==> config.mk <==
export PLATFORM = sky130hd
export DESIGN_NAME = tdl_core
export DESIGN_NICKNAME = d
export VERILOG_FILES = /design/src/tdl_pkg.sv /design/src/tdl_fifo.sv /design/src/tdl_core.sv
export SDC_FILE = /design/constraint.sdc
export NUM_CORES = 1
export LEC_CHECK = 0
export ABC_AREA = 1
export BUFFER_PORTS_ARGS = -buffer_cell sky130_fd_sc_hd__buf_2
export CORE_MARGIN = 2
export CORE_UTILIZATION = 40
export DETAILED_ROUTE_END_ITERATION = 10
export SYNTH_ARGS = -nofsm -noshare
export SYNTH_HDL_FRONTEND = slang
export SYNTH_SLANG_ARGS = --single-unit
==> constraint.sdc <==
create_clock -name i_ref_clk -period 4.33 [get_ports i_ref_clk]
set_clock_uncertainty 0.15 [all_clocks]
set_input_delay 0 -clock i_ref_clk [delete_from_list [all_inputs] [get_ports i_ref_clk]]
set_output_delay 0 -clock i_ref_clk [all_outputs]
set_load 0.01 [all_outputs]
==> src/tdl_pkg.sv <==
// Package: register map, mode encodings and bus structs for the transfer controller
package tdl_pkg;
    // Register byte offsets on APB
    localparam logic [7:0] OFF_MODE = 8'h00;
    localparam logic [7:0] OFF_SRC = 8'h04;
    localparam logic [7:0] OFF_DST = 8'h08;
    localparam logic [7:0] OFF_CNT = 8'h0c;
    localparam logic [7:0] OFF_BLK = 8'h10;
    localparam logic [7:0] OFF_CTRL = 8'h14;
    localparam logic [7:0] OFF_STAT = 8'h18;
    // Mode word field positions
    localparam int MODE_SM_HI = 7;
    localparam int MODE_SM_LO = 6;
    localparam int MODE_DM_HI = 5;
    localparam int MODE_DM_LO = 4;
    localparam int MODE_MD_HI = 3;
    localparam int MODE_MD_LO = 2;
    localparam int MODE_SIDE = 1;
    localparam int MODE_SIZE = 0;
    // Control and status bits
    localparam int CTRL_START = 0;
    localparam int STAT_BUSY = 0;
    localparam int STAT_DONE = 1;
    localparam int STAT_ERR = 2;
    // Reset values of own registers
    localparam logic [7:0] MODE_RST = 8'h00;
    localparam logic [23:0] ADDR_RST = 24'h000000;
    localparam logic [15:0] CNT_RST = 16'h0000;
    // Encodings
    localparam logic [1:0] MD_NORMAL = 2'h0;
    localparam logic [1:0] MD_REPEAT = 2'h1;
    localparam logic [1:0] MD_BLOCK = 2'h2;
    localparam logic [1:0] STEP_FIXED = 2'h0;
    localparam logic [1:0] STEP_INC = 2'h2;
    localparam logic [1:0] STEP_DEC = 2'h3;
    localparam int FIFO_DEPTH = 32;
    localparam int DATA_W = 16;

    typedef enum logic [2:0] {TDL_IDLE, TDL_RD, TDL_RWAIT, TDL_WR, TDL_WWAIT, TDL_NEXT} tdl_state_t;

    // Internal bus request toward memory and peripherals
    typedef struct packed {
        logic req;
        logic we;
        logic word;
        logic [23:0] addr;
        logic [15:0] wdata;
    } tdl_ibus_req_t;

    typedef struct packed {
        logic ack;
        logic err;
        logic [15:0] rdata;
    } tdl_ibus_rsp_t;
endpackage

==> src/tdl_fifo.sv <==
// Parameterised valid/ready FIFO for moved data
`timescale 1ns/10ps
module tdl_fifo #(
    parameter int WIDTH = 16,
    parameter int DEPTH = 32
) (
    // Clock and reset
    input wire logic i_ref_clk,
    input wire logic i_rst_b,
    // Fill side
    input wire logic i_in_valid,
    output logic o_in_ready,
    input wire logic [WIDTH-1:0] i_in_data,
    // Drain side
    output logic o_out_valid,
    input wire logic i_out_ready,
    output logic [WIDTH-1:0] o_out_data,
    // Flush
    input wire logic i_clear
);
    localparam int AW = $clog2(DEPTH);
    typedef struct packed {
        logic [AW-1:0] wp;
        logic [AW-1:0] rp;
        logic [AW:0] cnt;
    } tdl_fifo_st_t;
    logic [WIDTH-1:0] mem [DEPTH];
    tdl_fifo_st_t s_q;
    tdl_fifo_st_t s_d;
    logic push;
    logic pop;

    assign o_in_ready = (s_q.cnt != (AW+1)'(DEPTH));
    assign o_out_valid = (s_q.cnt != '0);
    assign o_out_data = mem[s_q.rp];
    assign push = i_in_valid && o_in_ready;
    assign pop = o_out_valid && i_out_ready;

    always_comb begin
        s_d = s_q;
        if (i_clear) begin
            s_d = '0;
        end else begin
            if (push) begin
                s_d.wp = s_q.wp + 1'b1;
            end
            if (pop) begin
                s_d.rp = s_q.rp + 1'b1;
            end
            s_d.cnt = s_q.cnt + (AW+1)'(push) - (AW+1)'(pop);
        end
    end

    always_ff @(posedge i_ref_clk or negedge i_rst_b) begin
        if (!i_rst_b) begin
            s_q <= '0;
        end else begin
            s_q <= s_d;
        end
    end

    // Storage has no reset; only pointers and count matter
    always_ff @(posedge i_ref_clk) begin
        if (push && !i_clear) begin
            mem[s_q.wp] <= i_in_data;
        end
    end
endmodule

==> src/tdl_core.sv <==
// Transfer descriptor logic: APB descriptor registers and the transfer sequencer
//
// The APB interface to the registers and the address map were chosen for this implementation.
`timescale 1ns/10ps
module tdl_core (
    // Clock and reset
    input wire logic i_ref_clk,
    input wire logic i_rst_b,
    // APB slave
    input wire logic i_psel,
    input wire logic i_penable,
    input wire logic i_pwrite,
    input wire logic [7:0] i_paddr,
    input wire logic [31:0] i_pwdata,
    output logic [31:0] o_prdata,
    output logic o_pready,
    output logic o_pslverr,
    // Internal bus master
    output tdl_pkg::tdl_ibus_req_t o_ibus,
    input wire tdl_pkg::tdl_ibus_rsp_t i_ibus,
    // Activity
    output logic o_busy
);
    typedef struct packed {
        tdl_pkg::tdl_state_t st;
        logic [7:0] mode;
        logic [23:0] src;
        logic [23:0] dst;
        logic [15:0] cnt;
        logic [15:0] blk;
        logic [7:0] rpt_len;
        logic [23:0] rpt_base;
        logic [7:0] blk_pos;
        logic done;
        logic err;
        logic [31:0] prdata;
        tdl_pkg::tdl_ibus_req_t bus;
    } tdl_core_st_t;

    tdl_core_st_t s_q;
    tdl_core_st_t s_d;
    logic wr_acc;
    logic rd_acc;
    logic f_in_valid;
    logic f_in_ready;
    logic f_out_valid;
    logic f_out_ready;
    logic [15:0] f_out_data;
    logic [15:0] f_in_data;

    // Signed step for one pointer given its step field and size
    function automatic logic [23:0] tdl_step(input logic [23:0] a, input logic [1:0] m, input logic word);
        logic [23:0] d;
        d = word ? 24'h000002 : 24'h000001;
        unique case (m)
            tdl_pkg::STEP_INC: tdl_step = a + d;
            tdl_pkg::STEP_DEC: tdl_step = a - d;
            default: tdl_step = a;
        endcase
    endfunction

    function automatic logic [31:0] tdl_fit(input logic [31:0] v, input int w);
        tdl_fit = v & ((32'h1 << w) - 32'h1);
    endfunction

    logic sz_word;
    logic [1:0] md;
    logic side_src;
    logic [1:0] sm;
    logic [1:0] dm;
    assign sz_word = s_q.mode[tdl_pkg::MODE_SIZE];
    assign side_src = s_q.mode[tdl_pkg::MODE_SIDE];
    assign md = {s_q.mode[tdl_pkg::MODE_MD_HI], s_q.mode[tdl_pkg::MODE_MD_LO]};
    assign sm = {s_q.mode[tdl_pkg::MODE_SM_HI], s_q.mode[tdl_pkg::MODE_SM_LO]};
    assign dm = {s_q.mode[tdl_pkg::MODE_DM_HI], s_q.mode[tdl_pkg::MODE_DM_LO]};

    assign wr_acc = i_psel && i_penable && i_pwrite;
    assign rd_acc = i_psel && !i_penable && !i_pwrite;
    assign o_pready = 1'b1;
    assign o_prdata = s_q.prdata;
    assign o_ibus = s_q.bus;
    assign o_busy = (s_q.st != tdl_pkg::TDL_IDLE);
    assign f_in_data = sz_word ? i_ibus.rdata : {8'h00, i_ibus.rdata[7:0]};

    // Read data goes through the FIFO; write phase drains it
    assign f_in_valid = (s_q.st == tdl_pkg::TDL_RWAIT) && i_ibus.ack;
    assign f_out_ready = (s_q.st == tdl_pkg::TDL_WWAIT) && i_ibus.ack;

    always_comb begin
        logic unmapped;
        logic end_unit;
        unmapped = 1'b1;
        end_unit = 1'b0;
        s_d = s_q;
        o_pslverr = 1'b0;
        unique case (i_paddr)
            tdl_pkg::OFF_MODE, tdl_pkg::OFF_SRC, tdl_pkg::OFF_DST, tdl_pkg::OFF_CNT,
            tdl_pkg::OFF_BLK, tdl_pkg::OFF_CTRL, tdl_pkg::OFF_STAT: unmapped = 1'b0;
            default: unmapped = 1'b1;
        endcase
        if (i_psel && i_penable) begin
            o_pslverr = unmapped;
        end
        // Read data captured in setup so it is steady in access
        if (rd_acc) begin
            unique case (i_paddr)
                tdl_pkg::OFF_MODE: s_d.prdata = {24'h000000, s_q.mode};
                tdl_pkg::OFF_SRC: s_d.prdata = {8'h00, s_q.src};
                tdl_pkg::OFF_DST: s_d.prdata = {8'h00, s_q.dst};
                tdl_pkg::OFF_CNT: s_d.prdata = {16'h0000, s_q.cnt};
                tdl_pkg::OFF_BLK: s_d.prdata = {16'h0000, s_q.blk};
                tdl_pkg::OFF_STAT: s_d.prdata = {29'h0, s_q.err, s_q.done, o_busy};
                default: s_d.prdata = 32'h00000000;
            endcase
        end
        if (wr_acc && s_q.st == tdl_pkg::TDL_IDLE) begin
            unique case (i_paddr)
                tdl_pkg::OFF_MODE: s_d.mode = i_pwdata[7:0];
                tdl_pkg::OFF_SRC: s_d.src = i_pwdata[23:0];
                tdl_pkg::OFF_DST: s_d.dst = i_pwdata[23:0];
                tdl_pkg::OFF_CNT: s_d.cnt = i_pwdata[15:0];
                tdl_pkg::OFF_BLK: s_d.blk = i_pwdata[15:0];
                default: ;
            endcase
        end
        unique case (s_q.st)
            tdl_pkg::TDL_IDLE: begin
                // Start only from idle; writes in flight are ignored
                if (wr_acc && i_paddr == tdl_pkg::OFF_CTRL && i_pwdata[tdl_pkg::CTRL_START]) begin
                    s_d.done = 1'b0;
                    s_d.err = 1'b0;
                    if (md == 2'h3) begin
                        s_d.err = 1'b1;
                        s_d.done = 1'b1;
                    end else begin
                        // repeat and block keep area length and base
                        s_d.rpt_len = s_q.cnt[15:8];
                        s_d.rpt_base = side_src ? s_q.src : s_q.dst;
                        s_d.blk_pos = s_q.cnt[7:0];
                        s_d.st = tdl_pkg::TDL_RD;
                    end
                end
            end
            tdl_pkg::TDL_RD: begin
                if (f_in_ready) begin
                    s_d.bus = '{req: 1'b1, we: 1'b0, word: sz_word, addr: s_q.src, wdata: 16'h0000};
                    s_d.st = tdl_pkg::TDL_RWAIT;
                end
            end
            tdl_pkg::TDL_RWAIT: begin
                if (i_ibus.ack) begin
                    s_d.bus.req = 1'b0;
                    s_d.err = s_q.err | i_ibus.err;
                    s_d.st = tdl_pkg::TDL_WR;
                end
            end
            tdl_pkg::TDL_WR: begin
                if (f_out_valid) begin
                    s_d.bus = '{req: 1'b1, we: 1'b1, word: sz_word, addr: s_q.dst, wdata: f_out_data};
                    s_d.st = tdl_pkg::TDL_WWAIT;
                end
            end
            tdl_pkg::TDL_WWAIT: begin
                if (i_ibus.ack) begin
                    s_d.bus.req = 1'b0;
                    s_d.err = s_q.err | i_ibus.err;
                    s_d.dst = tdl_step(s_q.dst, dm, sz_word);
                    s_d.src = tdl_step(s_q.src, sm, sz_word);
                    s_d.st = tdl_pkg::TDL_NEXT;
                end
            end
            tdl_pkg::TDL_NEXT: begin
                s_d.st = tdl_pkg::TDL_IDLE;
                unique case (md)
                    tdl_pkg::MD_REPEAT: begin
                        // repeat area wraps on the chosen side
                        s_d.cnt[7:0] = s_q.cnt[7:0] - 8'h01;
                        if (s_q.cnt[7:0] == 8'h01) begin
                            s_d.cnt[7:0] = s_q.rpt_len;
                            if (side_src) begin
                                s_d.src = s_q.rpt_base;
                            end else begin
                                s_d.dst = s_q.rpt_base;
                            end
                        end
                        s_d.done = 1'b1;
                    end
                    tdl_pkg::MD_BLOCK: begin
                        s_d.blk_pos = s_q.blk_pos - 8'h01;
                        end_unit = (s_q.blk_pos == 8'h01);
                        if (end_unit) begin
                            s_d.cnt[7:0] = s_q.rpt_len;
                            if (side_src) begin
                                s_d.src = s_q.rpt_base;
                            end else begin
                                s_d.dst = s_q.rpt_base;
                            end
                            s_d.blk = s_q.blk - 16'h0001;
                            s_d.done = 1'b1;
                        end else begin
                            s_d.cnt[7:0] = s_q.blk_pos - 8'h01;
                            s_d.st = tdl_pkg::TDL_RD;
                        end
                    end
                    default: begin
                        s_d.cnt = s_q.cnt - 16'h0001;
                        s_d.done = 1'b1;
                    end
                endcase
            end
            default: s_d.st = tdl_pkg::TDL_IDLE;
        endcase
    end

    always_ff @(posedge i_ref_clk or negedge i_rst_b) begin
        if (!i_rst_b) begin
            s_q <= '{st: tdl_pkg::TDL_IDLE, mode: tdl_pkg::MODE_RST, src: tdl_pkg::ADDR_RST,
                     dst: tdl_pkg::ADDR_RST, cnt: tdl_pkg::CNT_RST, blk: tdl_pkg::CNT_RST,
                     rpt_len: 8'h00, rpt_base: tdl_pkg::ADDR_RST, blk_pos: 8'h00, done: 1'b0,
                     err: 1'b0, prdata: 32'h00000000, bus: '0};
        end else begin
            s_q <= s_d;
        end
    end

    // Elastic store between read and write phases
    tdl_fifo #(
        .WIDTH(tdl_pkg::DATA_W),
        .DEPTH(tdl_pkg::FIFO_DEPTH)
    ) u_fifo (
        .i_ref_clk(i_ref_clk),
        .i_rst_b(i_rst_b),
        .i_in_valid(f_in_valid),
        .o_in_ready(f_in_ready),
        .i_in_data(f_in_data),
        .o_out_valid(f_out_valid),
        .i_out_ready(f_out_ready),
        .o_out_data(f_out_data),
        .i_clear(1'b0)
    );
endmodule

Yosys cells after proc, flatten, opt, wreduce, memory -nomap -nowiden
Memory sizes are Yosys's and may differ from the RTL's.
Index checks and enable logic that the tools add are counted.
{"block": "word_totals", "elab_cells": 155, "regBits": 224, "ram_bits": 512, "mem_count": 1, "output_inout_bits": 78, "inputBits": 63}
{"block": "classes", "n_addsub": 12, "bitwise": 2, "eq_ne": 32, "n_reduce_logical": 35, "mux": 52}
{"memory": "u_fifo.mem", "words": 32, "width": 16, "rd": 1, "rd_clocked_by_memory_dff": 0, "write_ports": 1, "line": "tdl_fifo.sv:27", "rtl": "logic [WIDTH-1:0] mem [DEPTH];"}
{"operator": "48-bit case mux with 2 select lines", "count": 2}
{"operator": "48-bit 2-to-1 mux", "count": 3}
{"operator": "24-bit case mux with 6 select lines", "count": 1}
{"operator": "24-bit 2-to-1 mux", "count": 5}
{"operator": "24-bit case mux with 2 select lines", "count": 2}
{"operator": "43-bit 2-to-1 mux", "count": 2}
{"operator": "42-bit case mux with 2 select lines", "count": 1}
{"operator": "16-bit 2-to-1 mux", "count": 5}
{"operator": "80-bit 2-to-1 mux", "count": 1}
{"operator": "8-bit 2-to-1 mux", "count": 5}
{"operator": "32-bit 2-to-1 mux", "count": 1}
{"operator": "16-bit by 1-bit subtractor with 16-bit output (second input constant)", "count": 2}
{"operator": "24-bit by 2-bit adder with 24-bit output", "count": 1}
{"operator": "24-bit adder", "count": 1}
{"operator": "8-bit by 5-bit equality test with 1-bit output (second input constant)", "count": 3}
{"operator": "24-bit by 2-bit subtractor with 24-bit output", "count": 1}
{"operator": "24-bit subtractor", "count": 1}
{"operator": "3-bit 2-to-1 mux", "count": 6}
{"operator": "3-bit case mux with 6 select lines", "count": 1}
{"operator": "9-bit case mux with 2 select lines", "count": 1}
{"operator": "8-bit by 1-bit equality test with 1-bit output (second input constant)", "count": 2}
{"operator": "8-bit by 4-bit equality test with 1-bit output (second input constant)", "count": 2}
{"operator": "8-bit case mux with 2 select lines", "count": 1}
{"operator": "8-bit by 1-bit subtractor with 8-bit output (second input constant)", "count": 2}
{"operator": "34 further kinds", "count": 81}

Longest topological paths before layout
{"block": "depth", "ltp_word": 8, "depth_mapped": 18, "ltp_nobuf": 18}

Cells and area by module
From an unflattened synthesis, not the netlist that was laid out.
{"block": "hier_totals", "cells_unflattened": 4530, "area_unflattened_um2": 38157.8}
{"module": "tdl_fifo", "cells_per_inst": 2131, "instances": 1, "area_per_inst_um2": 22691.8}
{"module": "tdl_core", "cells_per_inst": 2399, "instances": 1, "area_per_inst_um2": 15466.1}

Worst setup path after synthesis
OpenSTA, ideal clock, no wires.
{"block": "synth_timing", "path_kind": "register to register", "from": "register s_q[206] (netlist bit)", "to": "memory u_fifo.mem[31][0] (enable)", "setup_time_ps": 430, "t_arrival_ps": 2854, "n_path_buf": 0, "path_slack_ps": 896, "path_stages_with_launch": 7, "path_cell_list": "dfrtp_1 -> inv_2 -> nor3_1 -> inv_1 -> nor3_4 -> nand2_4 -> nor4_1"}
{"block": "synth_via", "elab_chain_cells": 5}
{"element": "from (decl)", "line": "tdl_core.sv:40", "rtl": "tdl_core_st_t s_q;"}
{"element": "from (signal assigned)", "line": "tdl_core.sv:217", "rtl": "s_q <= '{st: tdl_pkg::TDL_IDLE, mode: tdl_pkg::MODE_RST, src: tdl_pkg::ADDR_RST,"}
{"element": "3-bit by 2-bit equality test with 1-bit output", "line": "tdl_core.sv:86", "rtl": "assign f_in_valid = (s_q.st == tdl_pkg::TDL_RWAIT) && i_ibus.ack;"}
{"element": "1-bit logical AND", "line": "tdl_core.sv:86"}
{"element": "1-bit logical AND", "line": "tdl_fifo.sv:36", "rtl": "assign push = i_in_valid && o_in_ready;"}
{"element": "named net u_fifo.push", "line": "tdl_fifo.sv:30", "rtl": "logic push;"}
{"element": "1-bit 2-to-1 mux", "line": "tdl_fifo.sv:64", "rtl": "if (push && !i_clear) begin"}
{"element": "1-bit 2-to-1 mux (implied by the code)", "line": "tdl_fifo.sv:65", "rtl": "mem[s_q.wp] <= i_in_data;"}
{"element": "to (decl)", "line": "tdl_fifo.sv:27"}
The timed path passes the listed nets, and every way through them passes these cells.

Final worst setup path
{"block": "layout_timing", "from": "input port i_paddr[6]", "to": "register s_q[156] (netlist bit)"}
{"block": "layout_via", "elab_chain_cells": 7, "word_cells_on_any_way": 9, "cone_classes": "eq/ne: 1; mux: 8"}
{"element": "from (decl)", "line": "tdl_core.sv:13", "rtl": "input wire logic [7:0] i_paddr,"}
{"element": "8-bit by 4-bit equality test with 1-bit output (*)", "line": "tdl_core.sv:117", "rtl": "unique case (i_paddr)"}
{"element": "24-bit 2-to-1 mux (*)", "line": "tdl_core.sv:117"}
{"element": "80-bit 2-to-1 mux (*)", "line": "tdl_core.sv:116", "rtl": "if (wr_acc && s_q.st == tdl_pkg::TDL_IDLE) begin"}
{"element": "24-bit 2-to-1 mux", "line": "tdl_core.sv:180, tdl_core.sv:193"}
{"element": "48-bit 2-to-1 mux, on equally long branches", "line": "tdl_core.sv:191, tdl_core.sv:178"}
{"element": "48-bit case mux with 2 select lines", "line": "tdl_core.sv:174", "rtl": "unique case (md)"}
{"element": "48-bit case mux with 2 select lines (*)", "line": "tdl_core.sv:126", "rtl": "unique case (s_q.st)"}
Mark *: on every way between the ends. The rest lies on a longest branch, timed or not. The select of a mux whose other input is x is not followed.
A chain may end at the register's enable or synchronous reset.

==> results_dict.tcl <==
set metrics [dict create \
    antenna_found_initial 2 \
    yosysSeqAreaShare_pct 56.8 \
    startpoint_type "primary input" \
    cts_max_level 3 \
    yosys-top-cells-count "nand2_1 (866), edfxtp_1 (512), nor2_1 (499), o21ai_0 (468), inv_1 (318)" \
    status "finished clean" \
    fin_tns_setup_ps 0 \
    endpoint_kind "flop" \
    final_nets 4188 \
    drv_slew 0 \
    port_buffers 123 \
    grt_pass1_vias 27700 \
    grt_max_degree 259 \
    setup_viol 0 \
    wl_met1_um 46800 \
    place_area_um2 37900 \
    clock_latency_ps 660 \
    overflow 0 \
    wirelength_um 112000 \
    power_frac_seq_pct 37.4 \
    synth_top_cell_by_area "edfxtp_1" \
    p_switching_w 0.00952 \
    cts.sinks 728 \
    clk_pin_slew_worst_paths_ps 60 \
    cp.required_ps 4750 \
    crit_path_start "i_paddr[6]" \
    r2r-end "s_q[176]" \
    die_y_um 306 \
    p_comb_share_pct 34.4 \
    layout_min_cycle_time_ps 3480 \
    r2r_start "s_q[78]" \
    syn2layout_area_growth_pct 12.3 \
    die_x_um 306 \
    die_area_um2 93900 \
    synth_top_area_share_pct 42.0 \
    worst_pin_slew_ps 1240 \
    cts_root_buffer "clkbuf_16" \
    syn_avg_cell_area_um2 9.06 \
    cp_max_fo 20 \
    synth_ff_type "edfxtp_1" \
    grt_usage_pct 23.6 \
    synth_cells 4035 \
    rows 110 \
    num_vias 29500 \
    first_iter_violations 2972 \
    clkPwrFrac_pct 28.2 \
    p_int_w 0.0145 \
    crit_type "primary input to flop" \
    relSlewSlack_pct 17.0 \
    async_flop_share_pct 29.7 \
    cts_tree "done" \
    rsz0062_at_grt "false" \
    cap_violations 0 \
    period_share_pct 80.4 \
    dr.max_layer_used "met4" \
    met2_length_um 52400 \
    hold_viol_final 0 \
    arrival_ps 3900 \
    grt_pass1_wl_um 170000 \
    wl_per_cell_um 21.0 \
    p_leak_nw 17.1 \
    r2r_cells 13 \
    num_antenna_cells 0 \
    drc 0 \
    drive_gt1_share_pct 9.30 \
    ys_ff_latch 728 \
    initial_utilization_pct 40.5 \
    switching_share_pct 39.6 \
    synth_area_um2 36600 \
    fin_area_um2 41100 \
    r2r_slack_ps 1170 \
    yosysUniqueCellTypes 57 \
    clockBufferDepth 3 \
    post-synth-top-count-cell "nand2_1" \
    crit_end "s_q[156]" \
    yosysWarningCount 0 \
    post_drt_via_cell_ratio 5.53 \
    synth-edff-count 512 \
    pin_count 141 \
    ir_drop_uv 520 \
    power.density_nw_per_um2 585 \
    numCtsBuffers 81 \
    hp-start "i_paddr[1]" \
    met3_length_um 8240 \
    netlist_top_cells_area "edfxtp_1 (42%), dfrtp_1 (15%), nand2_1 (8.9%)" \
    max_freq_ghz 0.287 \
    ant_nets 0 \
    dr.pass1.iters 8 \
    gp_congestion 0.965 \
    core_um2 90300 \
    hp-class "primary input to flop" \
    dp_hpwl_um 72700 \
]
[layout by cell type (no fill, tap or decap), types with 9 or more instances in the layout]
master         instances
nand2_1              865
edfxtp_1             512
nor2_1               497
o21ai_0              468
inv_1                315
dfrtp_1              212
nand3_1              201
a21oi_1              142
buf_2                122
o22ai_1              104
clkbuf_16             83
buf_4                 69
o221ai_1              56
dlygate4sd3_1         55
nand4_1               53
o211ai_1              45
a31oi_1               42
xor2_1                33
clkbuf_1              33
o21ai_1               30
ha_1                  26
inv_2                 17
nor3_1                14
clkinv_1              12
a41oi_1               10
nor2_2                10
a221oi_1              10
clkbuf_8              10
nor2_4                 9
conb_1                 9
[per-layer routing]
metal,vias to the layer above,GRT usage [%]
li1,13900,-
met1,14200,31.6
met2,1225,38.5
met3,220,3.10
met4,0,9.88
met5,-,0
[worst min path at each step]
stage,to,cells after the start,slack (ps)
2_1_floorplan,dm[0],0,-450
3_3_place_gp,s_q[132],1,20
3_5_place_dp,s_q[121],1,30
4_1_cts,s_q[141],7,20
5_1_grt,s_q[122],4,90
6_report,s_q[141],7,70
[critical path: stages]
cell and delay, ps:
dlygate4sd3_1 530, buf_2 120, nor2_1 90, dlygate4sd3_1 620, nand3_2 140, dlygate4sd3_1 620
nor3_2 320, nand2_1 540, o21ai_0 460, nand2_1 80, o21ai_0 90, nand2_1 70
nand3_1 80, o21ai_1 80, inv_1 70
[metrics by stage]
step | util (%) | hold WS, ps | setup slack [ps] | power (W) | cells
detailed placement | 41.9 | 32.4 | 1240 | 0.0172 | 5133
CTS | 45.5 | 20.9 | 1040 | 0.0240 | 5337
finish | 45.5 | 69.4 | 848 | 0.0240 | 5337
floorplan | - | -446 | 896 | 0.0147 | 4042
global route | 45.5 | 94.4 | 632 | 0.0254 | 5337
global placement | 41.9 | 22.9 | 1210 | 0.0172 | 5133
[cells by family (layout without fill, tap and decap cells)]
logic type / count (synthesis) / in the layout / synth area share (%)
simple gates: 1679 / 1679 / 19.0
compound gates: 938 / 938 / 14.7
flops: 728 / 728 / 56.8
buf+inv: 625 / 744 / 7.56
xor+xnor: 34 / 34 / 0.814
fa+ha+maj: 29 / 29 / 1.05
other cells: 2 / 9 / 0.0205
[sequential cells by signal (all words and copies together) (netlist names)]
register	cells
md	2
s_q	129
o_prdata	24
u_fifo.s_q	16
u_fifo.mem	512
o_ibus	43
dm	2
[cell type report]
cell class / count / area (um2)
fillers: 8634 / 49200
clock buffers: 126 / 2340
multi-input cells: 2689 / 13100
flip-flops and latches: 728 / 20800
well taps: 1176 / 1470
inverters: 343 / 1290
clock inverters: 22 / 293
repair buffers: 253 / 1820
[power groups by stage]
stage          clock, W  combinational, W  sequential [W]
2_1_floorplan         0           0.00601         0.00867
6_report        0.00677           0.00828         0.00899
4_1_cts         0.00687           0.00822         0.00895
5_1_grt         0.00714           0.00921         0.00904
3_5_place_dp          0           0.00815         0.00908
3_3_place_gp          0           0.00808         0.00907
[what timing repair did]
| action | in CTS | in global routing |
|---|---|---|
| buffers inserted | 0 | 0 |
| resized for setup | 0 | 0 |
| hold endpoints to repair | 479 | 0 |
| hold buffers | 56 | 0 |
(Power assumes the default switching activity.)
